## config.mk

```make
export PLATFORM = sky130hd
export DESIGN_NAME = bmad_top
export DESIGN_NICKNAME = d
export VERILOG_FILES = /design/src/bmad_pkg.sv /design/src/bmad_wait_gen.sv /design/src/bmad_top.sv
export SDC_FILE = /design/constraint.sdc
export NUM_CORES = 1
export LEC_CHECK = 0
export ABC_AREA = 1
export BUFFER_PORTS_ARGS = -buffer_cell sky130_fd_sc_hd__buf_2
export CORE_ASPECT_RATIO = 2
export CORE_MARGIN = 3
export CORE_UTILIZATION = 49
export DETAILED_ROUTE_END_ITERATION = 8
export HOLD_SLACK_MARGIN = 0.05
export PLACE_DENSITY = 0.77
export SLEW_MARGIN = 0
export SYNTH_ARGS = -nofsm -noshare
export SYNTH_HDL_FRONTEND = slang
export SYNTH_SLANG_ARGS = --single-unit
```

## constraint.sdc

```tcl
create_clock -name clk -period 2 [get_ports clk]
set_input_delay 0.4 -clock clk [delete_from_list [all_inputs] [get_ports clk]]
set_output_delay 0.4 -clock clk [all_outputs]
set_load 0.05 [all_outputs]
```

## src/bmad_pkg.sv

```systemverilog
// Package: boot mode and address decode constants and types
package bmad_pkg;
  localparam int ADDR_W = 24;
  localparam logic [23:0] SRAM_LO = 24'h000000;
  localparam logic [23:0] SRAM_HI = 24'h01FFFF;
  localparam logic [23:0] SRAM_SHADOW_HI = 24'h000FFF;
  localparam logic [23:0] MIRROR_LO = 24'h100000;
  localparam logic [23:0] MIRROR_HI = 24'h11FFFF;
  localparam logic [23:0] SMALL_SRAM_MASK = 24'h001FFF;
  localparam logic [23:0] EPROM_LO = 24'h400000;
  localparam logic [23:0] EPROM_HI = 24'h5FFFFF;
  localparam logic [23:0] INTERNAL_LO = 24'h800000;
  localparam logic [23:0] INTERNAL_HI = 24'h809FFF;
  localparam logic [23:0] SERA_LO = 24'hA00000;
  localparam logic [23:0] SERA_HI = 24'hA0003F;
  localparam logic [23:0] SERB_LO = 24'hA00040;
  localparam logic [23:0] SERB_HI = 24'hA0007F;
  localparam logic [23:0] EXP_LO = 24'hFF0000;
  localparam logic [23:0] EXP_HI = 24'hFFFFFF;
  localparam logic [1:0] SERIAL_WAITS = 2'h3;
  localparam logic [2:0] MODE_SWITCH_CYCLES = 3'h4;
  // Jumper pattern {E,D,C,B,A}, 1 = installed
  localparam logic [4:0] JP_SRAM_START = 5'h01;
  localparam logic [4:0] JP_EPROM_BOOT = 5'h12;
  localparam logic [4:0] JP_SERIAL_BOOT = 5'h1A;
  localparam logic [4:0] JP_EPROM_THEN_PROC = 5'h14;
  localparam logic [4:0] JP_SERIAL_THEN_PROC = 5'h1C;
  typedef enum logic [5:0] {
    BMAD_SRAM_START = 6'h01,
    BMAD_EPROM_BOOT = 6'h02,
    BMAD_SERIAL_BOOT = 6'h04,
    BMAD_EPROM_THEN_PROC = 6'h08,
    BMAD_SERIAL_THEN_PROC = 6'h10,
    BMAD_RESERVED = 6'h20
  } bmad_sel_t;
  typedef struct packed {
    logic sram;
    logic eprom;
    logic serial_a;
    logic serial_b;
    logic expansion;
  } bmad_cs_t;
endpackage : bmad_pkg

```

## src/bmad_wait_gen.sv

```systemverilog
// Wait-state counter producing external ready for one access
`timescale 1ns/1ns
module bmad_wait_gen
#(
  parameter int CNT_W = 2
)
(
  input wire logic clk,
  input wire logic reset_n,
  input wire logic access,
  input wire logic [CNT_W-1:0] waits,
  input wire logic ext_ready,
  output logic ready
);
  logic [CNT_W-1:0] cnt_reg;
  logic [CNT_W-1:0] cnt_next;
  always_comb
  begin
    cnt_next = cnt_reg;
    if (!access)
      cnt_next = '0;
    else if (cnt_reg != waits)
      cnt_next = cnt_reg + 1'b1;
  end
  // First access cycle is count zero, so waits equals inserted wait states
  assign ready = !access || (cnt_reg == waits && ext_ready);
  always_ff @(posedge clk or negedge reset_n)
  begin
    if (!reset_n)
      cnt_reg <= '0;
    else
      cnt_reg <= cnt_next;
  end
endmodule : bmad_wait_gen

```

## src/bmad_top.sv

```systemverilog
// Boot-mode selection, mode switch and external address decode
`timescale 1ns/1ns
module bmad_top
(
  input wire logic clk,
  input wire logic reset_n,
  input wire logic [4:0] boot_select_jumpers,
  input wire logic sram_size_jumper,
  input wire logic interrupt_acknowledge_instruction,
  input wire logic [bmad_pkg::ADDR_W-1:0] addr,
  input wire logic strobe,
  input wire logic rw,
  input wire logic expansion_ready_in,
  input wire logic [1:0] expansion_waits,
  input wire logic [3:0] int_req_in,
  output logic [3:0] int_req_out,
  output logic micro_processor_mode,
  output bmad_pkg::bmad_sel_t boot_sel,
  output bmad_pkg::bmad_cs_t chip_sel,
  output logic ready
);
  import bmad_pkg::*;

  logic [4:0] jmp_s1_reg;
  logic [4:0] jmp_s2_reg;
  logic [1:0] exp_rdy_sync_reg;
  logic [1:0] size_sync_reg;
  logic [3:0] int_s1_reg;
  logic [3:0] int_s2_reg;
  bmad_sel_t sel_reg;
  bmad_sel_t sel_next;
  bmad_sel_t decoded;
  logic mp_reg;
  logic mp_next;
  logic int_en_reg;
  logic int_en_next;
  logic [2:0] sw_cnt_reg;
  logic [2:0] sw_cnt_next;
  logic sw_pend_reg;
  logic sw_pend_next;
  logic in_reset_reg;
  bmad_cs_t cs_next;
  logic [1:0] waits_c;
  logic wait_access;
  logic wait_ready;
  logic exp_ready_c;
  logic is_then_proc;
  logic [23:0] sram_off;

  // Jumpers keep sampling through reset so the selection is settled at release
  always_ff @(posedge clk)
  begin
    jmp_s1_reg <= boot_select_jumpers;
    jmp_s2_reg <= jmp_s1_reg;
  end

  // Pin synchronisers
  always_ff @(posedge clk or negedge reset_n)
  begin
    if (!reset_n)
    begin
      exp_rdy_sync_reg <= 2'h0;
      size_sync_reg <= 2'h0;
      int_s1_reg <= 4'h0;
      int_s2_reg <= 4'h0;
    end
    else
    begin
      exp_rdy_sync_reg <= {exp_rdy_sync_reg[0], expansion_ready_in};
      size_sync_reg <= {size_sync_reg[0], sram_size_jumper};
      int_s1_reg <= int_req_in;
      int_s2_reg <= int_s1_reg;
    end
  end

  always_comb
  begin
    case (jmp_s2_reg)
      JP_SRAM_START: decoded = BMAD_SRAM_START;
      JP_EPROM_BOOT: decoded = BMAD_EPROM_BOOT;
      JP_SERIAL_BOOT: decoded = BMAD_SERIAL_BOOT;
      JP_EPROM_THEN_PROC: decoded = BMAD_EPROM_THEN_PROC;
      JP_SERIAL_THEN_PROC: decoded = BMAD_SERIAL_THEN_PROC;
      default: decoded = BMAD_RESERVED;
    endcase
  end

  assign is_then_proc = (sel_reg == BMAD_EPROM_THEN_PROC) || (sel_reg == BMAD_SERIAL_THEN_PROC);

  // Mode state: catch jumpers at the first edge after release, then hold
  always_comb
  begin
    sel_next = sel_reg;
    mp_next = mp_reg;
    int_en_next = int_en_reg;
    sw_cnt_next = sw_cnt_reg;
    sw_pend_next = sw_pend_reg;
    if (in_reset_reg)
    begin
      sel_next = decoded;
      mp_next = (decoded == BMAD_SRAM_START) || (decoded == BMAD_RESERVED);
      int_en_next = mp_next;
      sw_cnt_next = 3'h0;
      sw_pend_next = 1'b0;
    end
    else
    begin
      if (interrupt_acknowledge_instruction && !int_en_reg)
      begin
        int_en_next = 1'b1;
        if (is_then_proc)
        begin
          sw_pend_next = 1'b1;
          sw_cnt_next = 3'h1;
        end
      end
      if (sw_pend_reg)
      begin
        if (sw_cnt_reg == MODE_SWITCH_CYCLES)
        begin
          mp_next = 1'b1;
          sw_pend_next = 1'b0;
        end
        else
          sw_cnt_next = sw_cnt_reg + 3'h1;
      end
    end
  end

  always_ff @(posedge clk or negedge reset_n)
  begin
    if (!reset_n)
    begin
      in_reset_reg <= 1'b1;
      sel_reg <= BMAD_RESERVED;
      mp_reg <= 1'b1;
      int_en_reg <= 1'b0;
      sw_cnt_reg <= 3'h0;
      sw_pend_reg <= 1'b0;
    end
    else
    begin
      in_reset_reg <= 1'b0;
      sel_reg <= sel_next;
      mp_reg <= mp_next;
      int_en_reg <= int_en_next;
      sw_cnt_reg <= sw_cnt_next;
      sw_pend_reg <= sw_pend_next;
    end
  end

  // Small chips decode only the low rows; larger ones the full bank
  assign sram_off = size_sync_reg[1] ? (addr & SMALL_SRAM_MASK) : addr;

  always_comb
  begin
    cs_next = '0;
    waits_c = 2'h0;
    wait_access = 1'b0;
    if (!strobe)
    begin
      cs_next = '0;
    end
    else if (addr >= MIRROR_LO && addr <= MIRROR_HI)
      cs_next.sram = 1'b1;
    else if (addr >= SRAM_LO && addr <= SRAM_HI)
      cs_next.sram = mp_reg || (sram_off > SRAM_SHADOW_HI && addr > SRAM_SHADOW_HI);
    else if (addr >= EPROM_LO && addr <= EPROM_HI)
      cs_next.eprom = rw;
    else if (addr >= INTERNAL_LO && addr <= INTERNAL_HI)
      cs_next = '0;
    else if (addr >= SERA_LO && addr <= SERA_HI)
    begin
      cs_next.serial_a = 1'b1;
      waits_c = SERIAL_WAITS;
      wait_access = 1'b1;
    end
    else if (addr >= SERB_LO && addr <= SERB_HI)
    begin
      cs_next.serial_b = 1'b1;
      waits_c = SERIAL_WAITS;
      wait_access = 1'b1;
    end
    else if (addr >= EXP_LO && addr <= EXP_HI)
    begin
      cs_next.expansion = 1'b1;
      waits_c = expansion_waits;
      wait_access = 1'b1;
    end
  end

  assign exp_ready_c = cs_next.expansion ? exp_rdy_sync_reg[1] : 1'b1;

  bmad_wait_gen #(.CNT_W(2)) u_wait
  (
    .clk(clk),
    .reset_n(reset_n),
    .access(wait_access),
    .waits(waits_c),
    .ext_ready(exp_ready_c),
    .ready(wait_ready)
  );

  assign chip_sel = cs_next;
  assign ready = wait_ready;
  assign micro_processor_mode = mp_reg;
  assign boot_sel = sel_reg;
  assign int_req_out = int_en_reg ? int_s2_reg : 4'h0;
endmodule : bmad_top

```

; Word-level counts from Yosys, hierarchy flattened
; Cells that the tools add are included.
[word_totals]
regBits = 37
latchBits = 0
ram_bits = 0
romBits = 0
inputBits = 42
output_inout_bits = 17
word_cells = 113
mem_count = 0
[op_classes]
add_sub_neg = 2
mul = 0
n_div = 0
magnitude_cmp = 16
eq_ne = 13
shifts = 0
muxes = 49
bitwise = 0
n_reduce_logical = 20
[op_table]
columns = op, n
row1 = $ge 24x24->1 const B, 4
row2 = $le 24x24->1 const B, 4
row3 = $gt 24x12->1 const B, 2
row4 = $pmux 6 s5, 1
row5 = $mux 1, 25
row6 = $ge 24x1->1 const B, 1
row7 = $ge 24x21->1 const B, 1
row8 = $ge 24x23->1 const B, 1
row9 = $le 24x17->1 const B, 1
row10 = $le 24x21->1 const B, 1
row11 = $le 24x23->1 const B, 1
row12 = $mux 24, 1
row13 = $mux 2, 11
row14 = $mux 3, 7
row15 = $eq 5x5->1 const B, 4
row16 = $mux 4, 3
row17 = $logic_and 1x1->1, 10
row18 = $eq 6x1->1 const B, 1
row19 = $eq 6x4->1 const B, 1
row20 = $eq 6x5->1 const B, 1
row21 = $eq 6x6->1 const B, 1
row22 = $reduce_bool 2->1, 3
row23 = $eq 5x1->1 const B, 1
row24 = $mux 5, 1
row25 = other kinds (9), 13

; Depth between registers and ports, before layout
; Gate-level depths: netlist (run 1).
[logic_depth]
depth_word = 13
depth_mapped = 15
ltp_nobuf = 15

; Hierarchy
; From an unflattened synthesis (run 1), not the netlist that was laid out.
[unflattened]
cells_unflattened = 218
area_unflattened_um2 = 1729.2
[by_module_without_submodules]
columns = module, instances, cells_per_inst, area_per_inst_um2, seq_area_each_um2
row1 = bmad_top, 1, 200, 1587.8, 829.5
row2 = bmad_wait_gen, 1, 18, 141.4, 50.0

; Worst setup path after synthesis (run 1)
; No wires, ideal clock.
[synth_path]
path_type = input port to output port
startpoint = input addr[13] (netlist bit)
endpoint = output ready
arrival_time_ns = 1.827
required_time_ns = 1.600
path_slack_ns = -0.227
stages = 13
n_path_buf = 0
path_cell_list = nor2_1 -> nand2_1 -> nor2_1 -> nor2_2 -> nor2_2 -> nand3_2 -> nand3_2 -> nand2_1 -> nand2_1 -> nand2_1 -> inv_2 -> nand2_2 -> o21ai_2
[synth_between]
elab_chain_cells = 13
elab_cells_between_ends = 49
cone_classes = 14 x order compare / 1 x eq/ne / 24 x mux / 10 x reduce/logical
[synth_rtl]
columns = item, line_no
row1 = from (decl), bmad_top.sv:10  ; input wire logic [bmad_pkg::ADDR_W-1:0] addr,
row2 = $ge 24x24->1 or $le 24x24->1 (tied branches), bmad_top.sv:184  ; else if (addr >= EXP_LO && addr <= EXP_HI)
row3 = $logic_and 1x1->1, bmad_top.sv:184
row4 = $mux 2 or $mux 1 (tied branches), bmad_top.sv:184
row5 = $mux 2 or $mux 1 (tied branches), bmad_top.sv:178  ; else if (addr >= SERB_LO && addr <= SERB_HI)
row6 = $mux 2, bmad_top.sv:172  ; else if (addr >= SERA_LO && addr <= SERA_HI)
row7 = $mux 2 or $mux 3 (tied branches), bmad_top.sv:170  ; else if (addr >= INTERNAL_LO && addr <= INTERNAL_HI)
row8 = $mux 2 or $mux 3 (tied branches), bmad_top.sv:168  ; else if (addr >= EPROM_LO && addr <= EPROM_HI)
row9 = $mux 2 or $mux 4 (tied branches), bmad_top.sv:166  ; else if (addr >= SRAM_LO && addr <= SRAM_HI)
row10 = $mux 2 or $mux 4 (tied branches), bmad_top.sv:164  ; else if (addr >= MIRROR_LO && addr <= MIRROR_HI)
row11 = $mux 2 or $mux 5 (tied branches), bmad_top.sv:160  ; if (!strobe)
row12 = $eq 2x2->1 or $mux 1 (tied branches), "bmad_wait_gen.sv:26, bmad_top.sv:192"
row13 = $logic_and 1x1->1, bmad_wait_gen.sv:26  ; assign ready = !access || (cnt_reg == waits && ext_ready);
row14 = $logic_or 1x1->1 (*), bmad_wait_gen.sv:26
row15 = to (decl), bmad_top.sv:20  ; output logic ready
; Every way passes the cells marked *; elsewhere a longest branch is shown, timed or not.

; Final worst setup path (run 1)
[layout_path]
startpoint = input addr[14] (netlist bit)
endpoint = output ready
; Same word-level chain as after synthesis.

==> impl_results.md, run 1 <==
* Synth Cell Area at 1690 sq um
* Worst Path Arrival at 1.95 ns
* Complex-gate fraction of the synthesized area at 6.52%
* Root Driver: clkbuf_8
* Die area at 4230 sq um
* Detailed-route via count at 1682
* DRC at 0
* Max VDD drop at 874 uV
* Ports at 59
* Run status: finished, violations left
* Synth top cells by count: 42 x nand2_1, 32 x inv_1, 30 x nor2_1, 24 x dfrtp_1, 11 x nand3_1
* Clock Tree Buf Depth at 2
* Max_cap viols at 0
* Clk slew on worst S/H paths at 0.07 ns
* Synth-to-layout area growth at 52.2%
* Post-synth top flop: dfrtp_1
* Critical path's top delay family: simple AND/OR/NAND/NOR gates
* Die height at 89.0 um
* Yosys warning total at 0
* Finish-stage setup viols at 2
* Hold-fix buffers, CTS at 0
* Die X at 47.5 um
* Synth area leaders: dfrtp_1 36%, dfxtp_1 12%, nand2_1 9.3%
* Initial antenna violation count at 0
* Worst slew margin at 62.4%
* Post-synthesis mux area share at 0%
* TritonRoute pass-1 iters at 4
* Final Hold Viols at 0
* Inserted Clock Buffers at 5
* Clk network pwr share at 40.0%
* Pins Over Slew Limit at 0
* Final WS setup at -0.350 ns
* Pleak at 1.33 nW
* DR iter-0 viols at 34
* Critical-path cell list: buf_2 > nor2_2 > nand2_2 > nor2_4 > buf_4 > nand3b_1 > nand3_4 > nand3_2 > nand2_1 > nand2_1 > nand2_2 > nand2_4 > o21ai_4 > buf_8
* Failing checks: setup timing
* Core ar. at 3230 sq um
* First-pass GRT wire length at 5780 um
* Syn_nets at 250
* CP Buf/Inv Count at 3
* Total GRT Usage at 19.5%
* Area share of fa/ha/maj cells after synthesis at 1.48%
* Max Clock Skew at 0.00592 ns
* Hold WC Path Type: input pin to asynchronous set/reset pin
* Post-synthesis async set-or-reset flop share at 73.0%
* Seq cells post-synth at 37
* Distinct cell type count after synthesis at 30
* Startpoint types: input pin
* Yosys top cell by area: dfrtp_1
* Pre-CTS setup slack at -0.378 ns
* H-tree depth at 2
* Switching Fraction at 23.7%
* Synth top area share at 35.6%
* Clk Latency, worst-skew pair at 0.28 ns
* Worst setup EP type: primary output
* Final TNS setup at -0.463 ns
* Reg2reg setup slack at 0.46 ns
* Mapped Cells at 206
* Slew @ Worst Pin at 0.565 ns
* Top-count cell post-synth: nand2_1
* Largest net degree at the start of global routing at 28
* Xor and xnor fraction of the mapped netlist area at 0.519%
* Row count at 29
* Antenna-violating nets left at 0
* CP max-delay cell: nand3_4
* Synth Area in Simple Gates at 30.3%
* DRT Wirelength at 4250 um
* Setup CP Type: input pin to primary output
* Fin nets at 331
* Final Power at 1.84 mW
* Filler cells at 209
* Reg power frac at 43.6%
* P_int at 1.40 mW
* Power Dens Cells at 714 nW/um^2
* Logic gate share of total power at 16.3%
* Max incr delay on CP at 0.16 ns
* Syn Area/Cell at 8.20 sq um
* Fin Hold WS at 0.104 ns
* RSZ-0062 raised after global routing: yes
* Number of flip-flops in the largest register at 6
* Net Sw Power at 0.436 mW
* FMAX at 426 MHz
* # clock sinks at 37
* Register area share after synthesis at 52.1%
* Number of global-route vias before repair at 1556
* Final period util at 118%
* Combinational family with the most area after synthesis: simple AND/OR/NAND/NOR gates
* TritonCTS clock tree: built
* Vias per inst at 5.27
* Crit-path max FO at 3
* Final Wtd Congestion at 0.883
* Critical Path RT at 1.60 ns
* Final Critical Period at 2.35 ns
* Layout cell share with drive strength beyond 1 at 44.1%
* Drt wl/cell at 13.3 um
* HPWL Detailed at 2860 um
* Number of diodes at 0
* Utilization after layout at 79.6%
* Grt ovf at 0
* Initial Utilization at 52.3%
* Post-synth EDFFs at 0
* # port buffers at 52
-- placed cells by master, fill, tap and decap left out, types with 3 or more instances in the layout --
master    count
dfxtp_1      10
nor2_4       12
nand2_1      36
inv_1        32
buf_2        38
dfrtp_1      24
buf_6        12
nand2_2       8
nand4_1       8
nor4_1        3
nor3_1        4
nor2_2        7
buf_8         5
clkbuf_8      5
dfstp_2       3
a21oi_1       3
o21ai_0       7
nand3_2       4
buf_4        22
nor2_1       14
nand3_1       9
-- layer usage --
metal  GRT usage [%]  up-vias  share of wire (%)  routed length (um)
met5               0        -                  0                   0
met4            12.6        0                3.9                 167
met3            3.43       16                5.4                 229
met2            39.0       55                 57                2420
met1            14.4      795                 34                1430
li1                -      816                  -                   -
-- through the flow --
step                      instance area, sq um  std cells
after detailed placement                  2120        305
after floorplan                           1700        206
after CTS                                 2400        318
final                                     2570        319
after global routing                      2570        319
after global placement                    2120        305
-- power by group through the flow --
| stage | Sequential (mW) | Combinational, mW | Clock, mW |
|---|---|---|---|
| 4_1_cts | 0.801 | 0.263 | 0.754 |
| 3_3_place_gp | 0.814 | 0.231 | 0 |
| 2_1_floorplan | 0.833 | 0.109 | 0 |
| 6_report | 0.801 | 0.300 | 0.735 |
| 3_5_place_dp | 0.816 | 0.235 | 0 |
| 5_1_grt | 0.804 | 0.321 | 0.787 |
-- worst paths after layout --
path | depth (start not counted) | from | to
max | 14 | addr[14] | ready
min | 1 | reset_n | boot_sel[0]
max reg2reg | 9 | sw_cnt_reg[0] | sw_cnt_reg[2]
min reg2reg | 0 | jmp_s1_reg[0] | jmp_s2_reg[0]
max in group asynchronous | 1 | reset_n | int_s1_reg[1]
min in group clk | 1 | boot_select_jumpers[4] | jmp_s1_reg[4]
-- kinds of logic after synthesis --
logic type | after synthesis
adders and majority gates | 2
buffers and inverters | 37
AOI/OAI and AO/OA | 17
and+or+nand+nor | 111
other | 1
xor gates and xnor gates | 1
DFF | 37
-- area by class of cell --
class	count	area, sq um	share of cell area [%]
clock buffer	5	68.8	2.68
clock inverter	3	65.1	2.53
inverter	34	128	4.96
multi-input combinational	132	826	32.1
sequential	37	880	34.2
tap	31	38.8	1.51
timing repair buffer	77	566	22.0
-- repair_timing --
action                                  CTS  global route
setup buffers                             5             2
pin swaps                                20            22
resized for setup                        29            40
endpoints found under the setup margin    3             4
-- worst register-to-register path: stages (launching register included) --
cell and delay [ns]:
dfrtp_1 0.39, inv_1 0.06, ha_1 0.19, nand2_1 0.05, inv_1 0.05, nor2_1 0.22
nand2_1 0.08, inv_1 0.08, o21ai_0 0.08, a221oi_1 0.23
Note: power is estimated with default switching activity, not from simulation.
==> inputs of run 2 (changes only) <==
--- a/config.mk
+++ b/config.mk
@@ -9,10 +9,11 @@
 export BUFFER_PORTS_ARGS = -buffer_cell sky130_fd_sc_hd__buf_2
 export CORE_ASPECT_RATIO = 2
 export CORE_MARGIN = 3
-export CORE_UTILIZATION = 49
+export CORE_UTILIZATION = 51
+export CTS_BUF_LIST = sky130_fd_sc_hd__clkbuf_2 sky130_fd_sc_hd__clkbuf_4 sky130_fd_sc_hd__clkbuf_8
 export DETAILED_ROUTE_END_ITERATION = 8
 export HOLD_SLACK_MARGIN = 0.05
-export PLACE_DENSITY = 0.77
+export PLACE_DENSITY = 0.79
 export SLEW_MARGIN = 0
 export SYNTH_ARGS = -nofsm -noshare
 export SYNTH_HDL_FRONTEND = slang
==> run 2 against run 1 <==
  * The run still ends with setup timing left
  * Sequential power barely moved
  * Register-to-register slack got worse by 0.04 ns
  * Clock power shrank 33%
  * Largest power group unchanged
==> impl_results.md, run 2 (synthesis results as in run 1) <==
* # clock sinks at 37
* Hold-fix buffers, CTS at 0
* Final Power at 1.58 mW
* Failing checks: setup timing
* Critical Path RT at 1.60 ns
* Post-Place Cell Area at 2130 sq um
* HPWL Detailed at 2850 um
* Final period util at 112%
* Hold WC Path Type: input pin to asynchronous set/reset pin
* Vias per inst at 5.21
* Reg2reg setup slack at 0.42 ns
* Finish-stage setup viols at 1
* Largest net degree at the start of global routing at 28
* H-tree depth at 2
* Root Driver: clkbuf_8
* First-pass GRT wire length at 6490 um
* Ports at 59
* Crit-path max FO at 4
* # port buffers at 52
* Pleak at 1.29 nW
* Setup CP Type: input pin to primary output
* Clk Latency, worst-skew pair at 0.29 ns
* Number of flip-flops in the largest register at 6
* Final Wtd Congestion at 0.791
* DRT Wirelength at 3940 um
* Max_cap viols at 0
* TritonRoute pass-1 iters at 4
* Critical path's top delay family: simple AND/OR/NAND/NOR gates
* Core ar. at 3160 sq um
* Initial Utilization at 53.5%
* Design area at 2450 sq um
* TritonCTS clock tree: built
* DR iter-0 viols at 28
* Power Dens Cells at 644 nW/um^2
* Detailed-route via count at 1658
* Die X at 46.7 um
* Commonest non-fill, non-tap cell in the layout: nand2_1
* CP dominant cell by count: nand2_1
* DRC at 0
* Pins Over Slew Limit at 0
* Final WS setup at -0.233 ns
* Clk network pwr share at 31.0%
* CP Buf/Inv Count at 3
* Startpoint types: input pin
* Max VDD drop at 654 uV
* Number of global-route vias before repair at 1694
* Die area at 4080 sq um
* Number of diodes at 0
* Reg power frac at 50.7%
* Drt wl/cell at 12.4 um
* Synth-to-layout area growth at 45.3%
* Inserted Clock Buffers at 5
* Final TNS setup at -0.233 ns
* Total GRT Usage at 21.9%
* Run status: finished, violations left
* Clock Tree Buf Depth at 2
* RSZ-0062 raised after global routing: yes
* Initial antenna violation count at 0
* Worst setup EP type: primary output
* Final Critical Period at 2.23 ns
* FMAX at 448 MHz
* Slew @ Worst Pin at 0.554 ns
* Antenna-violating nets left at 0
* Critical-path cell list: buf_4 > inv_1 > nand2_2 > nor2_4 > nand2_1 > nor2_2 > nor2_4 > nand3_2 > nand3_2 > nand2_1 > nand2_1 > nand2_2 > nand2_4 > o21ai_4 > buf_6
* Worst Path Arrival at 1.83 ns
* Logic gate share of total power at 18.3%
* P_int at 1.16 mW
* Clk slew on worst S/H paths at 0.07 ns
* Most frequent cells in the layout: 37 x nand2_1, 36 x buf_2, 29 x inv_1
* Net Sw Power at 0.423 mW
* Final Hold Viols at 0
* Max incr delay on CP at 0.17 ns
* CP max-delay cell: buf_6
* Fin nets at 330
* Die height at 87.4 um
* Layout cell share with drive strength beyond 1 at 43.2%
* Max Clock Skew at 0.00974 ns
* Worst slew margin at 63.0%
* Grt ovf at 0
* Switching Fraction at 26.8%
* Row count at 29
-- run 2: cell type report --
type                    instances  area (sq um)
flip-flops and latches         37           880
fillers                       230           703
well taps                      31          38.8
clock inverters                 2          10.0
inverters                      34           128
repair buffers                 76           544
clock buffers                   6          76.3
multi-input cells             132           777
-- run 2: metal layers --
metal / vias to the layer above / global-route usage (%) / wire [um]
met3: 12 / 3.11 / 210
met2: 53 / 41.8 / 2340
li1: 813 / - / -
met1: 780 / 19.2 / 1240
met4: 0 / 13.4 / 143
met5: - / 0 / 0
-- run 2: power by group through the flow --
stage	combinational (mW)	sequential [mW]	clock [mW]
2_1_floorplan	0.109	0.833	0
3_5_place_dp	0.237	0.815	0
4_1_cts	0.269	0.800	0.507
5_1_grt	0.315	0.805	0.540
6_report	0.290	0.801	0.489
3_3_place_gp	0.233	0.814	0
-- run 2: worst register-to-register path: cells and delay by family, from the launching register on --
kind,cells,cell delay (ns)
AO/OA/AOI/OAI,2,0.33
adder cells (fa/ha/maj),1,0.19
buffers and inverters,3,0.18
flip-flops,1,0.41
AND/OR/NAND/NOR,3,0.35
-- run 2: path summary, 6_finish.rpt --
kind / to / from / cells after the start
worst min register to register: jmp_s2_reg[1] / jmp_s1_reg[1] / 0
worst min-delay path: boot_sel[0] / reset_n / 1
min in group clk: jmp_s1_reg[0] / boot_select_jumpers[0] / 1
worst max register to register: sw_cnt_reg[2] / sw_cnt_reg[0] / 9
worst max-delay path: ready / addr[20] / 15
max in group asynchronous: boot_sel[3] / reset_n / 1
-- run 2: through the flow --
step / utilization (%) / cells / hold slack [ns] / setup WS (ns)
global placement: 67.6 / 307 / 0.311 / -0.368
floorplan: - / 206 / 0.104 / -0.116
global route: 77.7 / 318 / 0.130 / -0.333
detailed placement: 67.6 / 307 / 0.315 / -0.383
finish: 77.7 / 318 / 0.0958 / -0.233
CTS: 75.3 / 317 / 0.109 / -0.231
-- run 2: timing repair --
item                       CTS  global route
cloned                       0             0
gates resized for setup     37            24
pin swaps                   25            20
setup endpoints to repair    3             5
setup buffers                2             1
==> inputs of run 3 (changes only) <==
--- a/config.mk
+++ b/config.mk
@@ -6,12 +6,13 @@
 export NUM_CORES = 1
 export LEC_CHECK = 0
 export ABC_AREA = 1
-export BUFFER_PORTS_ARGS = -buffer_cell sky130_fd_sc_hd__buf_2
+export BUFFER_PORTS_ARGS = -buffer_cell sky130_fd_sc_hd__buf_4
 export CORE_ASPECT_RATIO = 2
 export CORE_MARGIN = 3
 export CORE_UTILIZATION = 51
 export CTS_BUF_LIST = sky130_fd_sc_hd__clkbuf_2 sky130_fd_sc_hd__clkbuf_4 sky130_fd_sc_hd__clkbuf_8
 export DETAILED_ROUTE_END_ITERATION = 8
+export GPL_ROUTABILITY_DRIVEN = 0
 export HOLD_SLACK_MARGIN = 0.05
 export PLACE_DENSITY = 0.79
 export SLEW_MARGIN = 0
==> run 3 against run 2 <==
  * Global-route usage decreased by 0.52 points
  * Cell area grew 5.0%
  * Sequential cell count unchanged
  * Setup slack got worse by 0.098 ns
  * Critical path type unchanged
  * Largest power group unchanged
  * Register-to-register slack better by 0.07 ns
  * Total power up 9.6%
  * Die area unchanged
  * The flow still finishes with violations (setup timing)
  * Via count rose by 1.9%
  * Clock power rose by 27%
  * Clock skew down 0.0037 ns
==> impl_results.md, run 3 (synthesis results as in run 1) <==
* Run status: finished, violations left
* Failing checks: setup timing
* Commonest non-fill, non-tap cell in the layout: buf_4
* Row count at 29
* H-tree depth at 2
* Final Hold Viols at 0
* Net Sw Power at 0.428 mW
* Largest net degree at the start of global routing at 28
* Number of diodes at 0
* DRT Wirelength at 4160 um
* Antenna-violating nets left at 0
* Reg power frac at 46.3%
* Switching Fraction at 24.7%
* Logic gate share of total power at 18.0%
* Final period util at 117%
* Clk slew on worst S/H paths at 0.07 ns
* RSZ-0062 raised after global routing: yes
* Setup CP Type: input pin to primary output
* Reg area at 880 sq um
* Clk network pwr share at 35.7%
* Clock Tree Buf Depth at 2
* Core ar. at 3160 sq um
* Crit path depth at 14
* Ports at 59
* CP dominant cell by count: nand2_2
* Vias per inst at 5.26
* Critical path's top delay family: simple AND/OR/NAND/NOR gates
* Inserted Clock Buffers at 5
* Layout cell share with drive strength beyond 1 at 44.1%
* Reg-to-Reg End: sw_cnt_reg[2]
* TritonRoute pass-1 iters at 4
* FMAX at 429 MHz
* Area of the multi-input gates at 777 sq um
* Filler cells at 206
* Utilization after layout at 81.6%
* DR iter-0 viols at 30
* Max VDD drop at 609 uV
* Worst Path Arrival at 1.93 ns
* # clock sinks at 37
* Grt ovf at 0
* TritonCTS clock tree: built
* Initial Utilization at 53.5%
* Drt wl/cell at 13.0 um
* Number of flip-flops in the largest register at 6
* Power Dens Cells at 672 nW/um^2
* HPWL Detailed at 2950 um
* Worst reg2reg path depth at 9
* Synth-to-layout area growth at 52.6%
* Die height at 87.4 um
* Pins Over Slew Limit at 0
* Max incr delay on CP at 0.17 ns
* Most frequent cells in the layout: 66 x buf_4, 34 x nand2_1, 31 x inv_1
* Initial antenna violation count at 0
* Fin nets at 333
* Startpoint types: input pin
* Finish-stage setup viols at 3
* Final Critical Period at 2.33 ns
* Max Clock Skew at 0.00599 ns
* P_int at 1.30 mW
* CP max-delay cell: buf_6
* Die X at 46.7 um
* Clk Latency, worst-skew pair at 0.28 ns
* Pre-CTS setup slack at -0.341 ns
* Hold WC Path Type: input pin to flip-flop
* Number of global-route vias before repair at 1685
* Max_cap viols at 0
* Crit-path max FO at 3
* Crit path to: ready
* Worst setup EP type: primary output
* # port buffers at 52
* First-pass GRT wire length at 6230 um
* CP Buf/Inv Count at 3
* Die area at 4080 sq um
* Final WS setup at -0.331 ns
* CP Launch Point: addr[13]
* Reg2reg setup slack at 0.49 ns
* Root Driver: clkbuf_8
* R2R Path Start: sw_cnt_reg[0]
* Critical-path cell list: buf_4 > nor2_2 > nand2_2 > nor2_4 > buf_4 > nand3b_1 > nand3_2 > nand3_2 > nand2_2 > nand2_2 > nand2_2 > nand2_4 > o21ai_4 > buf_6
* DRC at 0
* Detailed-route via count at 1690
* Total GRT Usage at 21.4%
* Critical Path RT at 1.60 ns
* Pleak at 1.34 nW
==> run 3: metal layers <==
metal	up-vias	wire length, um	GRT usage, %
met5	-	0	0
met4	0	155	16.1
met3	13	200	2.69
met2	58	2500	40.2
met1	798	1310	18.0
li1	821	-	-
==> run 3: how the worst min path moves through the flow <==
stage	start	slack (ns)	cells past startpoint	endpoint
5_1_grt	boot_select_jumpers[4]	0.20	1	jmp_s1_reg[4]
6_report	boot_select_jumpers[4]	0.21	1	jmp_s1_reg[4]
4_1_cts	boot_select_jumpers[4]	0.20	1	jmp_s1_reg[4]
3_3_place_gp	jmp_s1_reg[4]	0.31	0	jmp_s2_reg[4]
3_5_place_dp	reset_n	0.32	1	boot_sel[2]
2_1_floorplan	reset_n	0.10	0	boot_sel[0]
==> run 3: area by class of cell <==
type | instances | share of cell area (%)
Sequential cell | 37 | 34.1
Multi-Input combinational cell | 132 | 30.1
Timing Repair Buffer | 79 | 25.0
Inverter | 34 | 4.95
Clock buffer | 6 | 2.96
Tap cell | 31 | 1.50
Clock inverter | 2 | 1.31
==> run 3: stage by stage <==
stage	instances	hold WS, ns	total power [mW]	TNS (ns)	area (sq um)
floorplan	206	0.104	0.942	-0.229	1700
global placement	306	0.312	1.08	-0.475	2260
detailed placement	306	0.317	1.08	-0.624	2260
CTS	318	0.203	1.72	-0.260	2480
global route	321	0.202	1.80	-0.781	2580
finish	321	0.212	1.73	-0.387	2580
==> run 3: worst reg2reg max path, delay by kind of cell, from the launching register on <==
| kind | cells | cell delay, ns |
|---|---|---|
| buffers and inverters | 3 | 0.20 |
| AOI/OAI and AO/OA | 2 | 0.29 |
| adders and majority gates | 1 | 0.20 |
| DFF | 1 | 0.40 |
| and+or+nand+nor | 3 | 0.33 |
==> run 3: power groups by stage <==
stage | registers (mW) | logic [mW] | clock network, mW
floorplan | 0.833 | 0.109 | 0
global placement | 0.814 | 0.261 | 0
detailed placement | 0.816 | 0.264 | 0
CTS | 0.801 | 0.285 | 0.636
global route | 0.805 | 0.337 | 0.661
finish | 0.801 | 0.311 | 0.619
==> run 3: what timing repair did <==
item / in CTS / in global routing
endpoints found under the setup margin: 3 / 5
gates resized for setup: 24 / 23
pin swaps: 16 / 21
buffers inserted: 3 / 3
cloned: 0 / 0
hold endpoints to repair: 24 / 0
hold buffers: 1 / 0
